**src/pmpm_pkg.sv**
```systemverilog
// Purpose: shared constants and types of the program memory partition map
// Assumes: one clock domain, active low asynchronous reset
// Notes:   all numbers of the block live here
package pmpm_pkg;

  localparam int          PC_WIDTH        = 15;
  localparam int          WORD_WIDTH      = 14;
  localparam int          BYTE_WIDTH      = 8;
  localparam int          PTR_WIDTH       = 16;
  localparam int          PTR_PROG_BIT    = 15;
  localparam int          MEM_WORDS_DEF   = 16384;
  localparam logic [14:0] RESET_VECTOR    = 15'h0000;
  localparam logic [14:0] INT_VECTOR      = 15'h0004;
  localparam int          BOOT_MIN_WORDS  = 512;
  localparam logic [2:0]  BOOT_MIN_CODE   = 3'h7;
  localparam int          STORAGE_WORDS   = 128;
  localparam logic        CFG_ERASED      = 1'b1;
  localparam logic [2:0]  BOOT_SIZE_RESET = 3'h7;
  localparam logic        EXEC_STAT_RESET = 1'b1;

  typedef enum logic [1:0] {
    REGION_APP     = 2'b00,
    REGION_BOOT    = 2'b01,
    REGION_STORAGE = 2'b10,
    REGION_CONFIG  = 2'b11
  } pmpm_region_t;

  typedef enum logic [1:0] {
    IND_IDLE = 2'b00,
    IND_READ = 2'b01,
    IND_DONE = 2'b10
  } pmpm_ind_state_t;

endpackage : pmpm_pkg

```
**src/pmpm_region_decode.sv**
```systemverilog
// Purpose: classify one address into exactly one memory region
// Assumes: address already wrapped into the implemented space
// Notes:   purely combinational, boundaries follow the live config bits
`timescale 1ns/1ps
module pmpm_region_decode
  import pmpm_pkg::*;
#(
  parameter int MEM_WORDS = MEM_WORDS_DEF,
  parameter int ADDR_W    = $clog2(MEM_WORDS)
) (
  input  wire logic [ADDR_W-1:0] addr,
  input  wire logic              isConfig,
  input  wire logic              bootEnableN,
  input  wire logic              storageEnableN,
  input  wire logic [2:0]        bootSize,
  output pmpm_region_t           region,
  output logic                   execOk
);

  logic [31:0] bootWords;
  logic [31:0] addrWide;
  logic [2:0]  shiftAmt;

  always_comb begin
    shiftAmt  = BOOT_MIN_CODE - bootSize;
    bootWords = 32'(BOOT_MIN_WORDS) << shiftAmt;
    // boot block never larger than half the memory
    if (bootWords > 32'(MEM_WORDS / 2)) begin
      bootWords = 32'(MEM_WORDS / 2);
    end
    addrWide = 32'(addr);
    if (isConfig) begin
      region = REGION_CONFIG;
    end else if (!bootEnableN && addrWide < bootWords) begin
      region = REGION_BOOT;
    end else if (!storageEnableN &&
                 addrWide >= 32'(MEM_WORDS - STORAGE_WORDS)) begin
      region = REGION_STORAGE;
    end else begin
      region = REGION_APP;
    end
    execOk = (region == REGION_APP) || (region == REGION_BOOT);
  end

endmodule : pmpm_region_decode

```
**src/pmpm_partition_map.sv**
```systemverilog
// Purpose: program counter, indirect program reads and flash partitioning
// Assumes: all inputs synchronous to clock; memory answers reads in 1 cycle
// Notes:   config bits are latched copies of the nonvolatile words
//
// Overview of operation
// - program counter is fifteen bits, addressing 32K words of 14 bits
// - addresses beyond implemented size wrap into the implemented space
// - fetch starts at 0000h after reset, interrupt entry goes to 0004h
// - pointer high byte bit 7 set makes indirect reads use program memory
// - indirect move to w returns only the low eight bits of the word
// - indirect writes aimed at program memory change nothing
// - indirect program memory reads take one extra instruction cycle
// - return with literal returns and loads its constant into w
// - both enable bits at 1 make all user flash application block
// - enabled boot block spans 0000h to size end, application follows
// - storage enable at 0 reserves last 128 words as storage area
// - storage area addresses are not valid for execution
// - write to protected location leaves memory and sets write error
// - application, boot and config areas each have own protect bit
// - executing outside valid area gives violation reset, clears status
// - boot enabled at 0, code 111 is 512 words, capped at half memory
// - write protection once set persists until bulk erase or reset
// - boot size changes only while boot disabled, by bulk erase or by reset
`timescale 1ns/1ps
module pmpm_partition_map
  import pmpm_pkg::*;
#(
  parameter int MEM_WORDS = MEM_WORDS_DEF,
  parameter int ADDR_W    = $clog2(MEM_WORDS)
) (
  input  wire logic                  clock,
  input  wire logic                  rstn,
  input  wire logic                  cfgWrite,
  input  wire logic                  cfgBootEnableN,
  input  wire logic                  cfgStorageEnableN,
  input  wire logic [2:0]            cfgBootSize,
  input  wire logic                  cfgAppProtectN,
  input  wire logic                  cfgBootProtectN,
  input  wire logic                  cfgConfigProtectN,
  input  wire logic                  bulkErase,
  output logic                       boot_region_enable_n,
  output logic                       storage_region_enable_n,
  output logic [2:0]                 boot_region_size,
  output logic                       app_region_write_protect,
  output logic                       boot_region_write_protect,
  output logic                       config_region_write_protect,
  input  wire logic                  fetchAdvance,
  input  wire logic                  fetchExec,
  input  wire logic                  jumpValid,
  input  wire logic [PC_WIDTH-1:0]   jumpTarget,
  input  wire logic                  intEntry,
  input  wire logic                  retLitValid,
  input  wire logic [PC_WIDTH-1:0]   retAddr,
  input  wire logic [BYTE_WIDTH-1:0] retLitConst,
  output logic [PC_WIDTH-1:0]        pc,
  output logic [ADDR_W-1:0]          fetchPhysAddr,
  output logic                       wLoad,
  output logic [BYTE_WIDTH-1:0]      wData,
  input  wire logic                  execStatusSet,
  output logic                       execViolationReset,
  output logic                       exec_violation_status,
  input  wire logic                  indReq,
  input  wire logic                  indWrite,
  input  wire logic [PTR_WIDTH-1:0]  indPtr,
  output logic                       indToDataMem,
  output logic                       indBusy,
  output logic                       indDone,
  output logic [BYTE_WIDTH-1:0]      indReadData,
  output logic                       indWriteIgnored,
  output logic                       pmReadEn,
  output logic [ADDR_W-1:0]          pmReadAddr,
  input  wire logic [WORD_WIDTH-1:0] pmReadData,
  input  wire logic                  nvWriteReq,
  input  wire logic [PC_WIDTH-1:0]   nvWriteAddr,
  input  wire logic                  nvWriteConfig,
  input  wire logic                  nvErrClear,
  output logic                       nvWriteGrant,
  output logic                       nv_write_error_flag
);

  pmpm_region_t    fetchRegion;
  pmpm_region_t    writeRegion;
  logic            fetchExecOk;
  logic            writeProtected;
  logic            violation;
  logic            indProg;
  pmpm_ind_state_t indState;
  pmpm_ind_state_t next_indState;
  logic [ADDR_W-1:0] nvPhysAddr;

  // configuration copies: protection only tightens, erase restores
  always_ff @(posedge clock or negedge rstn) begin
    if (!rstn) begin
      boot_region_enable_n    <= CFG_ERASED;
      storage_region_enable_n <= CFG_ERASED;
      boot_region_size        <= BOOT_SIZE_RESET;
    end else if (bulkErase) begin
      boot_region_enable_n    <= CFG_ERASED;
      storage_region_enable_n <= CFG_ERASED;
      boot_region_size        <= BOOT_SIZE_RESET;
    end else if (cfgWrite) begin
      boot_region_enable_n    <= cfgBootEnableN;
      storage_region_enable_n <= cfgStorageEnableN;
      if (boot_region_enable_n) begin
        boot_region_size <= cfgBootSize;
      end
    end
  end

  always_ff @(posedge clock or negedge rstn) begin
    if (!rstn) begin
      app_region_write_protect    <= CFG_ERASED;
      boot_region_write_protect   <= CFG_ERASED;
      config_region_write_protect <= CFG_ERASED;
    end else if (bulkErase) begin
      app_region_write_protect    <= CFG_ERASED;
      boot_region_write_protect   <= CFG_ERASED;
      config_region_write_protect <= CFG_ERASED;
    end else if (cfgWrite) begin
      app_region_write_protect    <= app_region_write_protect &
                                     cfgAppProtectN;
      boot_region_write_protect   <= boot_region_write_protect &
                                     cfgBootProtectN;
      config_region_write_protect <= config_region_write_protect &
                                     cfgConfigProtectN;
    end
  end

  assign fetchPhysAddr = pc[ADDR_W-1:0];
  assign nvPhysAddr    = nvWriteAddr[ADDR_W-1:0];

  pmpm_region_decode #(
    .MEM_WORDS (MEM_WORDS),
    .ADDR_W    (ADDR_W)
  ) fetchDecode (
    .addr           (fetchPhysAddr),
    .isConfig       (1'b0),
    .bootEnableN    (boot_region_enable_n),
    .storageEnableN (storage_region_enable_n),
    .bootSize       (boot_region_size),
    .region         (fetchRegion),
    .execOk         (fetchExecOk)
  );

  pmpm_region_decode #(
    .MEM_WORDS (MEM_WORDS),
    .ADDR_W    (ADDR_W)
  ) writeDecode (
    .addr           (nvPhysAddr),
    .isConfig       (nvWriteConfig),
    .bootEnableN    (boot_region_enable_n),
    .storageEnableN (storage_region_enable_n),
    .bootSize       (boot_region_size),
    .region         (writeRegion),
    .execOk         ()
  );

  // per-region write protection, storage area bit lives outside this block
  always_comb begin
    case (writeRegion)
      REGION_BOOT:    writeProtected = !boot_region_write_protect;
      REGION_CONFIG:  writeProtected = !config_region_write_protect;
      REGION_APP:     writeProtected = !app_region_write_protect;
      default:        writeProtected = 1'b0;
    endcase
  end

  assign nvWriteGrant = nvWriteReq && !writeProtected;

  // write error flag, a new error beats a clear
  always_ff @(posedge clock or negedge rstn) begin
    if (!rstn) begin
      nv_write_error_flag <= 1'b0;
    end else if (nvWriteReq && writeProtected) begin
      nv_write_error_flag <= 1'b1;
    end else if (nvErrClear) begin
      nv_write_error_flag <= 1'b0;
    end
  end

  assign violation = fetchExec && !fetchExecOk;

  always_ff @(posedge clock or negedge rstn) begin
    if (!rstn) begin
      execViolationReset <= 1'b0;
    end else begin
      execViolationReset <= violation;
    end
  end

  always_ff @(posedge clock or negedge rstn) begin
    if (!rstn) begin
      exec_violation_status <= EXEC_STAT_RESET;
    end else if (violation) begin
      exec_violation_status <= 1'b0;
    end else if (execStatusSet) begin
      exec_violation_status <= 1'b1;
    end
  end

  always_ff @(posedge clock or negedge rstn) begin
    if (!rstn) begin
      pc <= RESET_VECTOR;
    end else if (violation) begin
      pc <= RESET_VECTOR;
    end else if (intEntry) begin
      pc <= INT_VECTOR;
    end else if (retLitValid) begin
      pc <= retAddr;
    end else if (jumpValid) begin
      pc <= jumpTarget;
    end else if (fetchAdvance) begin
      pc <= PC_WIDTH'(pc + 1'b1);
    end
  end

  always_ff @(posedge clock or negedge rstn) begin
    if (!rstn) begin
      wLoad <= 1'b0;
      wData <= '0;
    end else if (retLitValid && !violation && !intEntry) begin
      wLoad <= 1'b1;
      wData <= retLitConst;
    end else if (indState == IND_READ) begin
      wLoad <= 1'b1;
      wData <= pmReadData[BYTE_WIDTH-1:0];
    end else begin
      wLoad <= 1'b0;
    end
  end

  assign indProg      = indPtr[PTR_PROG_BIT];
  assign indToDataMem = indReq && !indProg && indState == IND_IDLE;
  assign indBusy      = indState == IND_READ;

  always_comb begin
    case (indState)
      IND_IDLE: begin
        if (indReq && indProg && !indWrite) begin
          next_indState = IND_READ;
        end else begin
          next_indState = IND_IDLE;
        end
      end
      IND_READ: next_indState = IND_DONE;
      IND_DONE: next_indState = IND_IDLE;
      default:  next_indState = IND_IDLE;
    endcase
  end

  always_ff @(posedge clock or negedge rstn) begin
    if (!rstn) begin
      indState <= IND_IDLE;
    end else begin
      indState <= next_indState;
    end
  end

  always_ff @(posedge clock or negedge rstn) begin
    if (!rstn) begin
      pmReadEn   <= 1'b0;
      pmReadAddr <= '0;
    end else if (indState == IND_IDLE && indReq && indProg && !indWrite) begin
      pmReadEn   <= 1'b1;
      pmReadAddr <= indPtr[ADDR_W-1:0];
    end else begin
      pmReadEn   <= 1'b0;
    end
  end

  always_ff @(posedge clock or negedge rstn) begin
    if (!rstn) begin
      indReadData <= '0;
      indDone     <= 1'b0;
    end else if (indState == IND_READ) begin
      indReadData <= pmReadData[BYTE_WIDTH-1:0];
      indDone     <= 1'b1;
    end else begin
      indDone     <= 1'b0;
    end
  end

  always_ff @(posedge clock or negedge rstn) begin
    if (!rstn) begin
      indWriteIgnored <= 1'b0;
    end else begin
      indWriteIgnored <= indReq && indWrite && indProg;
    end
  end
endmodule : pmpm_partition_map

```
**config.mk**
```make
export PLATFORM = sky130hd
export DESIGN_NAME = pmpm_partition_map
export DESIGN_NICKNAME = d
export VERILOG_FILES = /design/src/pmpm_pkg.sv /design/src/pmpm_region_decode.sv /design/src/pmpm_partition_map.sv
export SDC_FILE = /design/constraint.sdc
export NUM_CORES = 1
export LEC_CHECK = 0
export ABC_CLOCK_PERIOD_IN_PS = 8450
export BUFFER_PORTS_ARGS = -buffer_cell sky130_fd_sc_hd__buf_2
export CORE_MARGIN = 10
export CORE_UTILIZATION = 40
export DETAILED_ROUTE_END_ITERATION = 7
export GPL_ROUTABILITY_DRIVEN = 0
export PLACE_DENSITY = 0.73
export SYNTH_ARGS = -nofsm -noshare
export SYNTH_HDL_FRONTEND = slang
export SYNTH_SLANG_ARGS = --single-unit
export TNS_END_PERCENT = 10
```
**constraint.sdc**
```tcl
create_clock -name clock -period 8.45 [get_ports clock]
set_clock_uncertainty 0.2 [all_clocks]
set_input_delay 1.69 -clock clock [delete_from_list [all_inputs] [get_ports clock]]
set_output_delay 1.69 -clock clock [all_outputs]
set_load 0.01 [all_outputs]
```
==> flow_summary.yaml <==
pwr:
  power.static_leakage_uw: 0.002136
  swShare: 0.3162
  power_frac_comb: 0.243
  vdd.ir_drop.worst_uv: 111.4
  p_per_area_mw_per_mm2: 184.2
  total_power_after_layout_uw: 786.1
  clkPwrFrac: 0.290
  netSwitchingPower_uw: 248.5
  internal_portion_of_total_power_uw: 537.6
  sequentialPowerShare: 0.466
critical_path:
  worst_path_required_ns: 6.56
  critPathMaxFanout: 2
  r2r_end: "wData[5]$_DFFE_PN0P_"
  rr_startpoint: "boot_region_size[2]$_DFFE_PN1P_"
  setup.worst_path.start_class: "primary input"
  critical_path.most_common_cell: "sky130_fd_sc_hd__buf_2"
  cp.arrival_ns: 3.34
  critical_path.slowest_cell: "sky130_fd_sc_hd__a2111oi_0"
  regToRegSetupSlack_ns: 5.10
  setup.worst_path.end_class: "output pin"
  timing.critical_path.cells: "buf_2, ha_1, or2_2, a2111oi_0, nor3_1, a22oi_1, nor2b_1, buf_2"
  critPathKind: "in2out"
  critPathMaxStageDelay_ns: 0.45
  r2r_cells: 7
cts:
  clock-root-buffer: "sky130_fd_sc_hd__clkbuf_8"
  cts_buffer_depth: 2
  ctsResizeCount: 0
  worst_skew_pair.late_latency_ns: 0.34
  cts.hold.buffers_added: 0
  cts_setup_buffers: 0
  cts.reportedPaths.clkPinSlew_ns: 0.07
  clock_sink_count: 61
  tritoncts: "built"
  cts.htree.levels: 3
  cts_made_buffers: 9
placed_design:
  io_buffers: 167
  place.detailed.hpwl_um: 7948
routing:
  detail_route.wirelength_um: 10250
  router_iterations_before_antenna_repair: 5
  drc_violations: 0
  post_route_antenna_net_violation_count: 0
  vias_per_cell: 5.297
  dr_total_vias: 3173
  avgRoutedWirePerCell_um: 17.11
  detailedRoute.firstIterationViolations: 133
run:
  drv_cap: 0
grt:
  grt_start_max_net_pins: 62
  grt_pass1_wl_um: 16920
  globalRouteOverflowTotal: 0
  grt_usage: 0.1622
  vias_in_the_first_global_route: 3363
  antenna_violations_before_repair: 1
sta:
  hold_violations: 0
  finalCritPeriodShare: 0.6188
  grt_setup_unrepaired: "no"
  number_of_max_slew_violations_in_the_final_report: 0
  slew_headroom: 0.3353
  finalSetupViolCount: 0
  fmax_mhz: 191.3
  tightestPinTransition_ns: 0.9879
  fin_tns_setup_ns: 0
  final_period_minus_worst_setup_slack_ns: 5.229
  final_hold_slack_ns: 0.2721
logic_synthesis:
  synth_cell_type_count: 52
  ys_dominant_reg_cell: "sky130_fd_sc_hd__dfrtp_1"
  share_of_synthesized_cell_area_in_full_adder_half_adder_and_majority_cells: 0.04544
  netlist.area_leader.share: 0.3938
  postSynthAreaPerCell_um2: 9.662
  syn-instance-count: 342
  synth_seq_area_share: 0.4654
  yosysWarnings: 0
  mappedNetlistNets: 460
  synthXorXnorAreaFrac: 0.01590
  synth_simple_gate_area_frac: 0.1977
  yosys_register_bits: 61
  synth.mux.area_fraction: 0.06285
  synth_area_leader_cell: "sky130_fd_sc_hd__dfrtp_1"
  netlist_top_cells_area: "sky130_fd_sc_hd__dfrtp_1, sky130_fd_sc_hd__dfstp_2, sky130_fd_sc_hd__nand2_1, sky130_fd_sc_hd__mux2_2, sky130_fd_sc_hd__ha_1"
  async_flop_share: 1.000
  main_combinational_cell_family_by_area_after_synthesis: "simple AND/OR/NAND/NOR gates"
  number_of_enable_flip_flop_cells_after_synthesis: 0
  synth-compound-area-share: 0.1473
  synthesis.area_mm2: 0.003304
final_layout:
  area_growth_syn_to_layout_pct: 29.12
  num_antenna_cells: 0
  final_nets: 607
  fin_util: 0.5245
  layout-drive-gt1-share: 0.4251
  filler_cell_count: 760
die:
  floorplan.initialDensity: 0.4062
  chipHeight_um: 110.9
  floorplan.io_pins: 183
  placeableCoreArea_mm2: 0.008134
  die-area_mm2: 0.01230
  row_count: 33
  die_x_um: 110.9
hold_path:
  timing.hold.worst.class: "reg2reg"
  hold_path_depth: 2
  hold_path.startpoint: "indReadData[6]$_DFFE_PN0P_"
  timing.hold.worst_endpoint: "indReadData[6]$_DFFE_PN0P_"
run_status:
  result_of_the_run: "finished, final reports clean"
-- worst max-delay path by stage --
stage | from | endpoint | slack [ns]
detailed placement | nvWriteAddr[12] | nvWriteGrant | 3.19
floorplan | nvWriteAddr[12] | nvWriteGrant | 3.57
CTS | nvWriteAddr[12] | nvWriteGrant | 3.19
finish | nvWriteAddr[12] | nvWriteGrant | 3.22
global route | nvWriteAddr[12] | nvWriteGrant | 3.11
global placement | nvWriteAddr[12] | nvWriteGrant | 3.29
-- power by group through the flow --
| stage | clock network, uW | logic [uW] | registers [uW] |
|---|---|---|---|
| after global routing | 251 | 214 | 373 |
| after detailed placement | 0 | 195 | 371 |
| after floorplan | 0 | 88.2 | 386 |
| after global placement | 0 | 190 | 369 |
| after CTS | 233 | 196 | 367 |
| final | 228 | 191 | 366 |
-- cell usage after synthesis, types with 2 or more instances --
library cell / number
sky130_fd_sc_hd__nand3_1: 9
sky130_fd_sc_hd__a211o_1: 6
sky130_fd_sc_hd__ha_1: 12
sky130_fd_sc_hd__dfrtp_1: 52
sky130_fd_sc_hd__nor3_1: 15
sky130_fd_sc_hd__o21ai_0: 13
sky130_fd_sc_hd__o31ai_1: 2
sky130_fd_sc_hd__xor2_1: 3
sky130_fd_sc_hd__clkbuf_1: 12
sky130_fd_sc_hd__xnor2_1: 3
sky130_fd_sc_hd__and3_1: 10
sky130_fd_sc_hd__a21o_1: 3
sky130_fd_sc_hd__dfstp_2: 9
sky130_fd_sc_hd__mux2i_1: 5
sky130_fd_sc_hd__nand4_1: 7
sky130_fd_sc_hd__nand3b_1: 3
sky130_fd_sc_hd__nor2_1: 10
sky130_fd_sc_hd__buf_4: 14
sky130_fd_sc_hd__nor4_1: 4
sky130_fd_sc_hd__a21oi_1: 16
sky130_fd_sc_hd__nand2b_1: 5
sky130_fd_sc_hd__nor2b_1: 4
sky130_fd_sc_hd__nand2_1: 52
sky130_fd_sc_hd__buf_2: 5
sky130_fd_sc_hd__o221ai_1: 3
sky130_fd_sc_hd__o21a_1: 2
sky130_fd_sc_hd__a31oi_1: 8
sky130_fd_sc_hd__o22ai_1: 2
sky130_fd_sc_hd__a22oi_1: 6
sky130_fd_sc_hd__a211oi_1: 4
sky130_fd_sc_hd__mux2_2: 14
sky130_fd_sc_hd__inv_1: 6
sky130_fd_sc_hd__o211ai_1: 4
-- cell usage in the layout (no fill, tap or decap), drive strengths merged, types with 2 or more instances in the layout --
| master | n |
|---|---|
| a211o | 6 |
| clkbuf | 12 |
| o21a | 2 |
| ha | 12 |
| a22oi | 6 |
| xnor2 | 3 |
| o221ai | 3 |
| a21o | 3 |
| o31ai | 2 |
| nand3b | 3 |
| nand2 | 52 |
| clkinvlp | 2 |
| o21ai | 13 |
| nand3 | 9 |
| dfrtp | 52 |
| nor4 | 5 |
| nor2 | 10 |
| inv | 6 |
| nor3 | 15 |
| a31oi | 8 |
| a21oi | 16 |
| and3 | 10 |
| nand2b | 5 |
| xor2 | 3 |
| a211oi | 4 |
| clkinv | 3 |
| dfstp | 9 |
| buf | 169 |
| or2 | 2 |
| mux2 | 14 |
| nand4 | 7 |
| nor2b | 4 |
| mux2i | 5 |
| o22ai | 2 |
| o211ai | 4 |
-- worst max-delay path, delay by kind of cell --
kind | cells | cell delay, ns
compound gates | 2 | 0.66
fa+ha+maj | 1 | 0.29
buf+inv | 2 | 0.25
simple gates | 3 | 0.44
-- flip-flops by register name, summed over array words and instances (netlist names) --
signal / cells
boot_region_write_protect: 1
pmReadEn: 1
pc: 15
indDone: 1
pmReadAddr: 14
storage_region_enable_n: 1
boot_region_size: 3
config_region_write_protect: 1
nv_write_error_flag: 1
exec_violation_status: 1
indWriteIgnored: 1
wLoad: 1
boot_region_enable_n: 1
execViolationReset: 1
app_region_write_protect: 1
wData: 8
indState: 1
indReadData: 8
-- routing by layer --
| metal | share of wire | global-route usage |
|---|---|---|
| met1 | 0.40 | 0.1851 |
| met2 | 0.49 | 0.2704 |
| met3 | 0.10 | 0.07738 |
| met4 | 0.0075 | 0.03125 |
| met5 | 0.0013 | 0 |
-- area by class of cell --
| type | count | area (um2) | share of cell area |
|---|---|---|---|
| Multi-Input combinational cell | 241 | 1550 | 0.3633 |
| Clock inverter | 4 | 25.02 | 0.005865 |
| Sequential cell | 61 | 1538 | 0.3604 |
| Timing Repair Buffer | 169 | 850.8 | 0.1994 |
| Tap cell | 105 | 131.4 | 0.03079 |
| Clock buffer | 12 | 145.1 | 0.03402 |
| Inverter | 7 | 26.28 | 0.006158 |
-- logic make-up after synthesis --
kind of cell    after synthesis
simple gates                130
mux                          19
compound gates               74
buf+inv                      40
fa+ha+maj                    12
flops                        61
xor+xnor                      6
-- metrics by stage --
stage	setup WS, ns	instances	instance area, um2
finish	3.221	599	4267
detailed placement	3.190	583	4096
floorplan	3.572	342	3304
global route	3.108	599	4267
CTS	3.190	599	4267
global placement	3.291	583	4096
No activity file was read; power rests on OpenSTA's default activity.
